$ cat src/core/app_sel_defines.svh
`ifndef APP_SEL_DEFINES_SVH
`define APP_SEL_DEFINES_SVH
// register offsets on the plain port
`define OFS_MOTORLESS_TEST   4'h0
`define OFS_OT_WARNING       4'h1
`define OFS_MAINT_WARNING    4'h2
`define OFS_RESERVED_WORD    4'h3
`define OFS_OT_RELEASE       4'h4
`define OFS_ACTIVE_STATUS    4'h5
`define OFS_RESTART          4'h6
`define OFS_OT_STATUS        4'h7
// permitted setting ranges (upper bound per digit)
`define MAX_MOTORLESS_TEST   16'h0131
`define MAX_OT_WARNING       16'h1001
`define MAX_MAINT_WARNING    16'h2011
`define MAX_OT_RELEASE       16'h0011
`define RESET_VALUE          16'h0000
// digit field positions
`define DIGIT0_LSB           0
`define DIGIT1_LSB           4
`define DIGIT2_LSB           8
`define DIGIT3_LSB           12
`endif

$ cat src/core/app_sel_pkg.sv
package app_sel_pkg;
   typedef enum logic [1:0] {
      ENC_RES_13,
      ENC_RES_20,
      ENC_RES_22,
      ENC_RES_24
   } enc_res_t;
   typedef enum logic {
      ENC_INCREMENTAL,
      ENC_ABSOLUTE
   } enc_type_t;
   typedef enum logic {
      REL_WHILE_INPUT,
      REL_BY_POSITION
   } ot_release_t;
endpackage : app_sel_pkg

$ cat src/core/app_sel_params.sv
`timescale 1ns/100ps
`include "app_sel_defines.svh"
module app_sel_params
   import app_sel_pkg::*;
#(
   parameter int POS_W = 32
) (
   input  wire logic             mclk,
   input  wire logic             sys_rst,
   input  wire logic [3:0]       reg_addr,
   input  wire logic [15:0]      reg_wdata,
   input  wire logic             reg_wr,
   input  wire logic             reg_rd,
   output logic      [15:0]      reg_rdata_q,
   input  wire logic             forward_travel_limit_input,
   input  wire logic             reverse_travel_limit_input,
   input  wire logic [POS_W-1:0] position,
   output logic                  motorless_test_en_q,
   output enc_res_t              enc_res_q,
   output enc_type_t             enc_type_q,
   output logic                  ot_warning_en_q,
   output logic                  maint_warning_en_q,
   output logic                  fwd_ot_q,
   output logic                  rev_ot_q,
   output logic                  write_reject_q
);
   // pending copies, software visible
   logic [15:0] pend_test_q, pend_test_d;
   logic [15:0] pend_otw_q, pend_otw_d;
   logic [15:0] pend_mnt_q, pend_mnt_d;
   logic [15:0] pend_rel_q, pend_rel_d;
   // active copies, steering the outputs
   logic [15:0] act_test_q, act_test_d;
   logic [15:0] act_otw_q, act_otw_d;
   logic [15:0] act_mnt_q, act_mnt_d;
   logic [15:0] act_rel_q, act_rel_d;
   logic [15:0] reg_rdata_d;
   logic        motorless_test_en_d;
   enc_res_t    enc_res_d;
   enc_type_t   enc_type_d;
   logic        ot_warning_en_d;
   logic        maint_warning_en_d;
   logic        write_reject_d;
   logic        restart;
   ot_release_t release_mode;

   // each digit must not exceed the digit of the range maximum
   function automatic logic in_range(input logic [15:0] v, input logic [15:0] max);
      in_range = (v[3:0] <= max[3:0]) && (v[7:4] <= max[7:4])
                 && (v[11:8] <= max[11:8]) && (v[15:12] <= max[15:12]);
   endfunction : in_range

   function automatic logic [3:0] digit(input logic [15:0] v, input int lsb);
      digit = v[lsb +: 4];
   endfunction : digit

   // restart strobe: write of 1 to bit 0 of the restart register
   assign restart = reg_wr && (reg_addr == `OFS_RESTART) && reg_wdata[0];

   always_comb begin
      pend_test_d    = pend_test_q;
      pend_otw_d     = pend_otw_q;
      pend_mnt_d     = pend_mnt_q;
      pend_rel_d     = pend_rel_q;
      write_reject_d = write_reject_q;
      if (reg_wr) begin
         unique case (reg_addr)
            `OFS_MOTORLESS_TEST: begin
               if (in_range(reg_wdata, `MAX_MOTORLESS_TEST)) pend_test_d = reg_wdata;
               else write_reject_d = 1'b1;
            end
            `OFS_OT_WARNING: begin
               if (in_range(reg_wdata, `MAX_OT_WARNING)) pend_otw_d = reg_wdata;
               else write_reject_d = 1'b1;
            end
            `OFS_MAINT_WARNING: begin
               if (in_range(reg_wdata, `MAX_MAINT_WARNING)) pend_mnt_d = reg_wdata;
               else write_reject_d = 1'b1;
            end
            `OFS_OT_RELEASE: begin
               if (in_range(reg_wdata, `MAX_OT_RELEASE)) pend_rel_d = reg_wdata;
               else write_reject_d = 1'b1;
            end
            // reserved word is fixed at zero; writers must leave it alone
            // a zero write must not clear the sticky flag, only a write to the restart register does
            `OFS_RESERVED_WORD: begin
               if (reg_wdata != `RESET_VALUE) write_reject_d = 1'b1;
            end
            `OFS_RESTART: write_reject_d = 1'b0;
            default: ;
         endcase
      end
   end

   always_comb begin
      act_test_d = restart ? pend_test_q : act_test_q;
      act_otw_d  = restart ? pend_otw_q  : act_otw_q;
      act_mnt_d  = restart ? pend_mnt_q  : act_mnt_q;
      act_rel_d  = restart ? pend_rel_q  : act_rel_q;
   end

   always_comb begin
      motorless_test_en_d = digit(act_test_q, `DIGIT0_LSB) == 4'h1;
      enc_res_d           = enc_res_t'(act_test_q[`DIGIT1_LSB +: 2]);
      enc_type_d          = enc_type_t'(act_test_q[`DIGIT2_LSB]);
      ot_warning_en_d     = digit(act_otw_q, `DIGIT3_LSB) == 4'h1;
      maint_warning_en_d  = digit(act_mnt_q, `DIGIT0_LSB) == 4'h1;
   end
   assign release_mode = ot_release_t'(act_rel_q[`DIGIT0_LSB]);

   always_comb begin
      reg_rdata_d = 16'h0000;
      if (reg_rd) begin
         unique case (reg_addr)
            `OFS_MOTORLESS_TEST: reg_rdata_d = pend_test_q;
            `OFS_OT_WARNING:     reg_rdata_d = pend_otw_q;
            `OFS_MAINT_WARNING:  reg_rdata_d = pend_mnt_q;
            `OFS_OT_RELEASE:     reg_rdata_d = pend_rel_q;
            `OFS_ACTIVE_STATUS:  reg_rdata_d = {8'h00, 1'b0, maint_warning_en_q,
                                                ot_warning_en_q, enc_type_q,
                                                enc_res_q, motorless_test_en_q,
                                                release_mode};
            `OFS_OT_STATUS:      reg_rdata_d = {13'h0000, write_reject_q, rev_ot_q, fwd_ot_q};
            default:             reg_rdata_d = 16'h0000;
         endcase
      end
   end

   always_ff @(posedge mclk) begin
      if (sys_rst) begin
         pend_test_q         <= `RESET_VALUE;
         pend_otw_q          <= `RESET_VALUE;
         pend_mnt_q          <= `RESET_VALUE;
         pend_rel_q          <= `RESET_VALUE;
         act_test_q          <= `RESET_VALUE;
         act_otw_q           <= `RESET_VALUE;
         act_mnt_q           <= `RESET_VALUE;
         act_rel_q           <= `RESET_VALUE;
         reg_rdata_q         <= 16'h0000;
         motorless_test_en_q <= 1'b0;
         enc_res_q           <= ENC_RES_13;
         enc_type_q          <= ENC_INCREMENTAL;
         ot_warning_en_q     <= 1'b0;
         maint_warning_en_q  <= 1'b0;
         write_reject_q      <= 1'b0;
      end else begin
         pend_test_q         <= pend_test_d;
         pend_otw_q          <= pend_otw_d;
         pend_mnt_q          <= pend_mnt_d;
         pend_rel_q          <= pend_rel_d;
         act_test_q          <= act_test_d;
         act_otw_q           <= act_otw_d;
         act_mnt_q           <= act_mnt_d;
         act_rel_q           <= act_rel_d;
         reg_rdata_q         <= reg_rdata_d;
         motorless_test_en_q <= motorless_test_en_d;
         enc_res_q           <= enc_res_d;
         enc_type_q          <= enc_type_d;
         ot_warning_en_q     <= ot_warning_en_d;
         maint_warning_en_q  <= maint_warning_en_d;
         write_reject_q      <= write_reject_d;
      end
   end

   ot_release_tracker #(.POS_W(POS_W)) u_tracker (
      .mclk         (mclk),
      .sys_rst      (sys_rst),
      .release_mode (release_mode),
      .fwd_limit    (forward_travel_limit_input),
      .rev_limit    (reverse_travel_limit_input),
      .position     (position),
      .fwd_ot_q     (fwd_ot_q),
      .rev_ot_q     (rev_ot_q)
   );

   a_test_enable : assert property (@(posedge mclk) disable iff (sys_rst)
      ##1 (motorless_test_en_q == ($past(act_test_q[3:0]) == 4'h1)))
      else $error("motorless test enable not from active digit 0");
   a_enc_res_map : assert property (@(posedge mclk) disable iff (sys_rst)
      ##1 (enc_res_q == enc_res_t'($past(act_test_q[5:4]))))
      else $error("encoder resolution mismatch");
   a_enc_type_map : assert property (@(posedge mclk) disable iff (sys_rst)
      ##1 (enc_type_q == enc_type_t'($past(act_test_q[8]))))
      else $error("encoder type mismatch");
   a_otw_enable : assert property (@(posedge mclk) disable iff (sys_rst)
      ##1 (ot_warning_en_q == ($past(act_otw_q[15:12]) == 4'h1)))
      else $error("overtravel warning enable mismatch");
   a_maint_enable : assert property (@(posedge mclk) disable iff (sys_rst)
      ##1 (maint_warning_en_q == ($past(act_mnt_q[3:0]) == 4'h1)))
      else $error("maintenance warning enable mismatch");
   a_no_early_apply : assert property (@(posedge mclk) disable iff (sys_rst)
      !restart |=> $stable(act_test_q) && $stable(act_otw_q)
                   && $stable(act_mnt_q) && $stable(act_rel_q))
      else $error("active copy changed without restart");
   a_restart_apply : assert property (@(posedge mclk) disable iff (sys_rst)
      restart |=> (act_test_q == $past(pend_test_q)) && (act_rel_q == $past(pend_rel_q)))
      else $error("restart did not apply pending copy");
   a_reject_clear : assert property (@(posedge mclk) disable iff (sys_rst)
      restart |=> !write_reject_q)
      else $error("reject flag not cleared by restart");
   a_reject_test : assert property (@(posedge mclk) disable iff (sys_rst)
      (reg_wr && reg_addr == `OFS_MOTORLESS_TEST && !in_range(reg_wdata, `MAX_MOTORLESS_TEST))
      |=> $stable(pend_test_q) && write_reject_q)
      else $error("out of range test setting altered stored value");
   a_reserved_flag : assert property (@(posedge mclk) disable iff (sys_rst)
      (reg_wr && reg_addr == `OFS_RESERVED_WORD && reg_wdata != `RESET_VALUE) |=> write_reject_q)
      else $error("nonzero reserved write not flagged");
   a_reject_keeps : assert property (@(posedge mclk) disable iff (sys_rst)
      (reg_wr && reg_addr == `OFS_OT_RELEASE && !in_range(reg_wdata, `MAX_OT_RELEASE))
      |=> $stable(pend_rel_q) && write_reject_q)
      else $error("out of range write altered stored value");
   a_reserved_zero : assert property (@(posedge mclk) disable iff (sys_rst)
      (reg_rd && reg_addr == `OFS_RESERVED_WORD) |=> (reg_rdata_q == 16'h0000))
      else $error("reserved word not read as zero");
endmodule : app_sel_params

$ cat src/core/ot_release_tracker.sv
`timescale 1ns/100ps
`include "app_sel_defines.svh"
// latches the position where a limit input first asserts and decides overtravel
module ot_release_tracker
   import app_sel_pkg::*;
#(
   parameter int POS_W = 32
) (
   input  wire logic             mclk,
   input  wire logic             sys_rst,
   input  wire ot_release_t      release_mode,
   input  wire logic             fwd_limit,
   input  wire logic             rev_limit,
   input  wire logic [POS_W-1:0] position,
   output logic                  fwd_ot_q,
   output logic                  rev_ot_q
);
   logic [POS_W-1:0] fwd_pos_q;
   logic [POS_W-1:0] fwd_pos_d;
   logic [POS_W-1:0] rev_pos_q;
   logic [POS_W-1:0] rev_pos_d;
   logic             fwd_seen_q;
   logic             fwd_seen_d;
   logic             rev_seen_q;
   logic             rev_seen_d;
   logic             fwd_ot_d;
   logic             rev_ot_d;

   always_comb begin
      fwd_seen_d = fwd_limit;
      rev_seen_d = rev_limit;
      fwd_pos_d  = (fwd_limit && !fwd_seen_q) ? position : fwd_pos_q;
      rev_pos_d  = (rev_limit && !rev_seen_q) ? position : rev_pos_q;
      if (release_mode == REL_WHILE_INPUT) begin
         fwd_ot_d = fwd_limit;
         rev_ot_d = rev_limit;
      end else begin
         // signed compare: forward beyond means larger, reverse smaller
         fwd_ot_d = fwd_limit && fwd_seen_q
                    && ($signed(position) > $signed(fwd_pos_q));
         rev_ot_d = rev_limit && rev_seen_q
                    && ($signed(position) < $signed(rev_pos_q));
      end
   end

   always_ff @(posedge mclk) begin
      if (sys_rst) begin
         fwd_pos_q  <= '0;
         rev_pos_q  <= '0;
         fwd_seen_q <= 1'b0;
         rev_seen_q <= 1'b0;
         fwd_ot_q   <= 1'b0;
         rev_ot_q   <= 1'b0;
      end else begin
         fwd_pos_q  <= fwd_pos_d;
         rev_pos_q  <= rev_pos_d;
         fwd_seen_q <= fwd_seen_d;
         rev_seen_q <= rev_seen_d;
         fwd_ot_q   <= fwd_ot_d;
         rev_ot_q   <= rev_ot_d;
      end
   end

   a_mode0_follow : assert property (@(posedge mclk) disable iff (sys_rst)
      (release_mode == REL_WHILE_INPUT) |=> (fwd_ot_q == $past(fwd_limit)))
      else $error("forward overtravel does not follow limit input");
   a_mode1_needs_limit : assert property (@(posedge mclk) disable iff (sys_rst)
      (release_mode == REL_BY_POSITION && !fwd_limit && !rev_limit)
      |=> (!fwd_ot_q && !rev_ot_q))
      else $error("overtravel without a limit input in position mode");
endmodule : ot_release_tracker

$ cat config.mk
export PLATFORM = sky130hd
export DESIGN_NAME = app_sel_params
export DESIGN_NICKNAME = d
export VERILOG_FILES = /design/src/core/app_sel_pkg.sv /design/src/core/app_sel_params.sv /design/src/core/ot_release_tracker.sv
export VERILOG_INCLUDE_DIRS = /design/src /design/src/core
export SDC_FILE = /design/constraint.sdc
export NUM_CORES = 1
export LEC_CHECK = 0
export ABC_AREA = 1
export BUFFER_PORTS_ARGS = -buffer_cell sky130_fd_sc_hd__buf_4
export CAP_MARGIN = 20
export CELL_PAD_IN_SITES_DETAIL_PLACEMENT = 0
export CELL_PAD_IN_SITES_GLOBAL_PLACEMENT = 1
export CORE_ASPECT_RATIO = 1.75
export CORE_MARGIN = 2
export CORE_UTILIZATION = 45
export CTS_BUF_LIST = sky130_fd_sc_hd__clkbuf_4
export CTS_CLUSTER_SIZE = 10
export DETAILED_ROUTE_END_ITERATION = 10
export PLACE_DENSITY_LB_ADDON = 0.2
export SYNTH_ARGS = -nofsm -noshare
export SYNTH_HDL_FRONTEND = slang
export SYNTH_SLANG_ARGS = --single-unit
$ cat constraint.sdc
create_clock -name mclk -period 2.6 [get_ports mclk]
set_input_delay 0.26 -clock mclk [delete_from_list [all_inputs] [get_ports mclk]]
set_output_delay 0.26 -clock mclk [all_outputs]
set_load 0.01 [all_outputs]
==> impl_metrics.ini <==
[run_status]
status = finished, final reports clean

[placement]
dpl.hpwl_um = 12900
globalplace.congestion = 0.791
io_buffer_count = 82
place_ws_ps = 719

[critical_path]
end_kind = flip-flop
crit_path_top_delay_cell = dlygate4sd3_1
crit_path_frequent_cell = buf_4
slowest_delay_ps = 520
path_cells = dlygate4sd3_1 -> buf_4 -> inv_1 -> nor2_1 -> clkinv_1 -> buf_4 -> o21ai_0 -> a21oi_1
r2r_cells = 5
r2r-start = u_tracker.fwd_seen_q$_SDFF_PP0_
required_ps = 3000
critPathMaxFanout = 42
regToRegSetupSlack_ps = 820
rr_endpoint = u_tracker.fwd_pos_q[29]$_SDFFE_PP0P_
startpoint_type = primary input
path_class = primary input to flip-flop
cp.arrival_ps = 2210

[power]
power_density_mw_per_mm2 = 532
clkPwrFrac_pct = 28.0
power_frac_comb_pct = 13.9
intPower_uw = 3350
leakage_uw = 0.00381
p_total_uw = 4700
swShare_pct = 28.7
p_switching_uw = 1350
vdd_ir_drop_max_mv = 0.262
seqPwrFrac_pct = 58.1

[synthesis]
synthTopCellsByCount = dfxtp_1 (171), inv_1 (168), a21oi_1 (130)
yosysWarnings = 0
yosys.area.top_type = dfxtp_1
synthXorXnorAreaFrac_pct = 0
synthMuxAreaShare_pct = 0
synth_compound_area_share_pct = 19.4
yosysUniqueCellTypes = 35
synthMostInstantiatedCell = dfxtp_1
synth_top_area_share_pct = 45.5
async_reset_ff_share_pct = 0
avgSynthCellArea_um2 = 7.98
synth-edff-count = 0
synth_area_leaders = dfxtp_1 (46%), ha_1 (10%), a21oi_1 (8.7%)
syn-num-nets = 1063
synth-simple-area-share_pct = 13.2
syn-cell-area_mm2 = 0.00752
synthCells = 942
synth_adder_area_share_pct = 10.5
synth_top_family_by_area = compound AO/OA/AOI/OAI gates
ys_seq_elements = 171
synth_top_flop_cell = dfxtp_1
yosysSeqAreaShare_pct = 45.5

[floorplanning]
start_util_pct = 45.9
chipWidth_um = 102
ios = 83
rows = 62
die_area_mm2 = 0.0178
die_h_um = 175
core-area_mm2 = 0.0164

[sta]
min_period_over_period_pct = 69.8
finalSetupViolations = 0
holdWs_ps = 51.6
fmax_ghz = 0.551
finalSetupTns_ps = 0
fin_worst_skew_ps = 30.6
rsz0062_at_grt = false
tightest_slew_ps = 592
hold_viol_final = 0
setup_ws_ps = 785
slew_viol_final = 0
fin_crit_ps = 1810
slew_headroom_pct = 60.5

[clocking]
cts_tree = built
cts-buffers-inserted = 17
ctsLongestPathBuffers = 2
clock-sinks = 171
clk_pin_slew_ps = 130
clk-insertion-delay-late_ps = 540
cts-root-buf = clkbuf_4
cts_setup_buffers = 0
cts_max_level = 4

[cells_and_area]
nNetsFinal = 1159
fillerInstances = 1609
multiInputGateArea_mm2 = 0.00324
synthToLayoutAreaGrowth_pct = 17.4
regArea_mm2 = 0.00342
layout-drive-gt1-share_pct = 13.1
fin_util_pct = 53.9

[global_route]
first_global_vias = 6079
grt_pass1_wl_um = 29100
overflow = 0
grt_max_degree = 48
track_usage_pct = 20.7
antenna_found_initial = 1

[detailed_routing]
firstDrtPassIters = 4
detail-route-antenna-nets = 0
wl_um = 17400
via_per_inst = 4.91
vias = 6259
drc = 0
drt-initial-drc-count = 153
routedWlPerCell_um = 13.6

[worst_hold_path]
hp-start = position[17]
worstHoldPathType = primary input to flip-flop
hold_depth = 3
min_to = u_tracker.fwd_pos_q[17]$_SDFFE_PP0P_

[flow_run]
cap_violations = 0
cells in the final DEF (no fill, tap or decap), drive strengths merged, types with 4 or more instances in the layout:
| cell type | netlist | routed |
|---|---|---|
| inv | 172 | 174 |
| dfxtp | 171 | 171 |
| a21oi | 130 | 130 |
| o21ai | 106 | 106 |
| buf | 12 | 96 |
| nand2 | 79 | 79 |
| ha | 63 | 63 |
| nor2 | 43 | 43 |
| nand3 | 42 | 42 |
| nor3 | 40 | 40 |
| dlygate4sd3 | 0 | 26 |
| clkbuf | 33 | 17 |
| o22ai | 12 | 12 |
| a221oi | 11 | 11 |
| clkinv | 3 | 11 |
| nand4 | 8 | 8 |
| a31oi | 5 | 5 |
| clkinvlp | 0 | 4 |
timing repair:
item,in CTS,in global routing
gates resized for setup,0,0
endpoints found under the hold margin,38,0
hold buffers,26,0
layout make-up:
cell class,instances,share of cell area (%)
diodes,1,0.0284
inverters,175,7.44
clock buffers,17,1.45
flip-flops and latches,171,38.8
well taps,224,3.18
clock inverters,14,1.12
multi-input cells,551,36.7
repair buffers,122,11.3
power groups by stage:
| stage | Sequential, uW | Clock (uW) | Combinational, uW |
|---|---|---|---|
| detailed placement | 2790 | 0 | 632 |
| CTS | 2730 | 1360 | 665 |
| floorplan | 2780 | 0 | 409 |
| finish | 2730 | 1310 | 655 |
| global placement | 2780 | 0 | 627 |
| global route | 2740 | 1480 | 765 |
how the worst max path moves through the flow:
stage | from | to | cells after the start | slack [ps]
2_1_floorplan | reg_wdata[9] | pend_otw_q[10]$_SDFFE_PP0P_ | 10 | 1000
3_3_place_gp | reg_wdata[9] | pend_otw_q[14]$_SDFFE_PP0P_ | 10 | 750
3_5_place_dp | reg_wdata[9] | pend_otw_q[11]$_SDFFE_PP0P_ | 10 | 720
4_1_cts | u_tracker.fwd_seen_q$_SDFF_PP0_ | u_tracker.fwd_pos_q[29]$_SDFFE_PP0P_ | 5 | 810
5_1_grt | u_tracker.fwd_seen_q$_SDFF_PP0_ | u_tracker.fwd_pos_q[29]$_SDFFE_PP0P_ | 5 | 530
6_report | forward_travel_limit_input | u_tracker.fwd_pos_q[29]$_SDFFE_PP0P_ | 8 | 790
logic make-up after synthesis:
group	after synthesis
AND/OR/NAND/NOR	215
buffers and inverters	220
flip-flops	171
AO/OA/AOI/OAI	273
adder cells (fa/ha/maj)	63
per-stage QoR:
stage / cells / area, um2
final: 1275 / 8830
after global routing: 1275 / 8830
after CTS: 1274 / 8820
after detailed placement: 1217 / 8340
after global placement: 1217 / 8340
after floorplan: 942 / 7520
critical path: cells and delay by family:
| kind | cells | cell delay, ps |
|---|---|---|
| compound gates | 2 | 260 |
| buf+inv | 5 | 1530 |
| simple gates | 1 | 160 |
per-layer routing:
metal  part of all wire (%)  wire (um)  vias to the layer above  global-route usage (%)
met5                      0          0                        -                       0
met4                    1.9        323                        0                    6.36
met3                    2.2        384                       16                    3.68
met2                     55       9550                      102                    38.7
met1                     41       7150                     2823                    23.1
li1                       -          -                     3318                       -
registers in the layout, indices dropped and copies added, names as in the netlist, 7 cells and up:
| name | flops |
|---|---|
| reg_rdata_q | 16 |
| pend_test_q | 16 |
| u_tracker.fwd_pos_q | 32 |
| pend_mnt_q | 16 |
| pend_rel_q | 16 |
| u_tracker.rev_pos_q | 32 |
| act_test_q | 7 |
| pend_otw_q | 16 |
(Power assumes the default switching activity.)
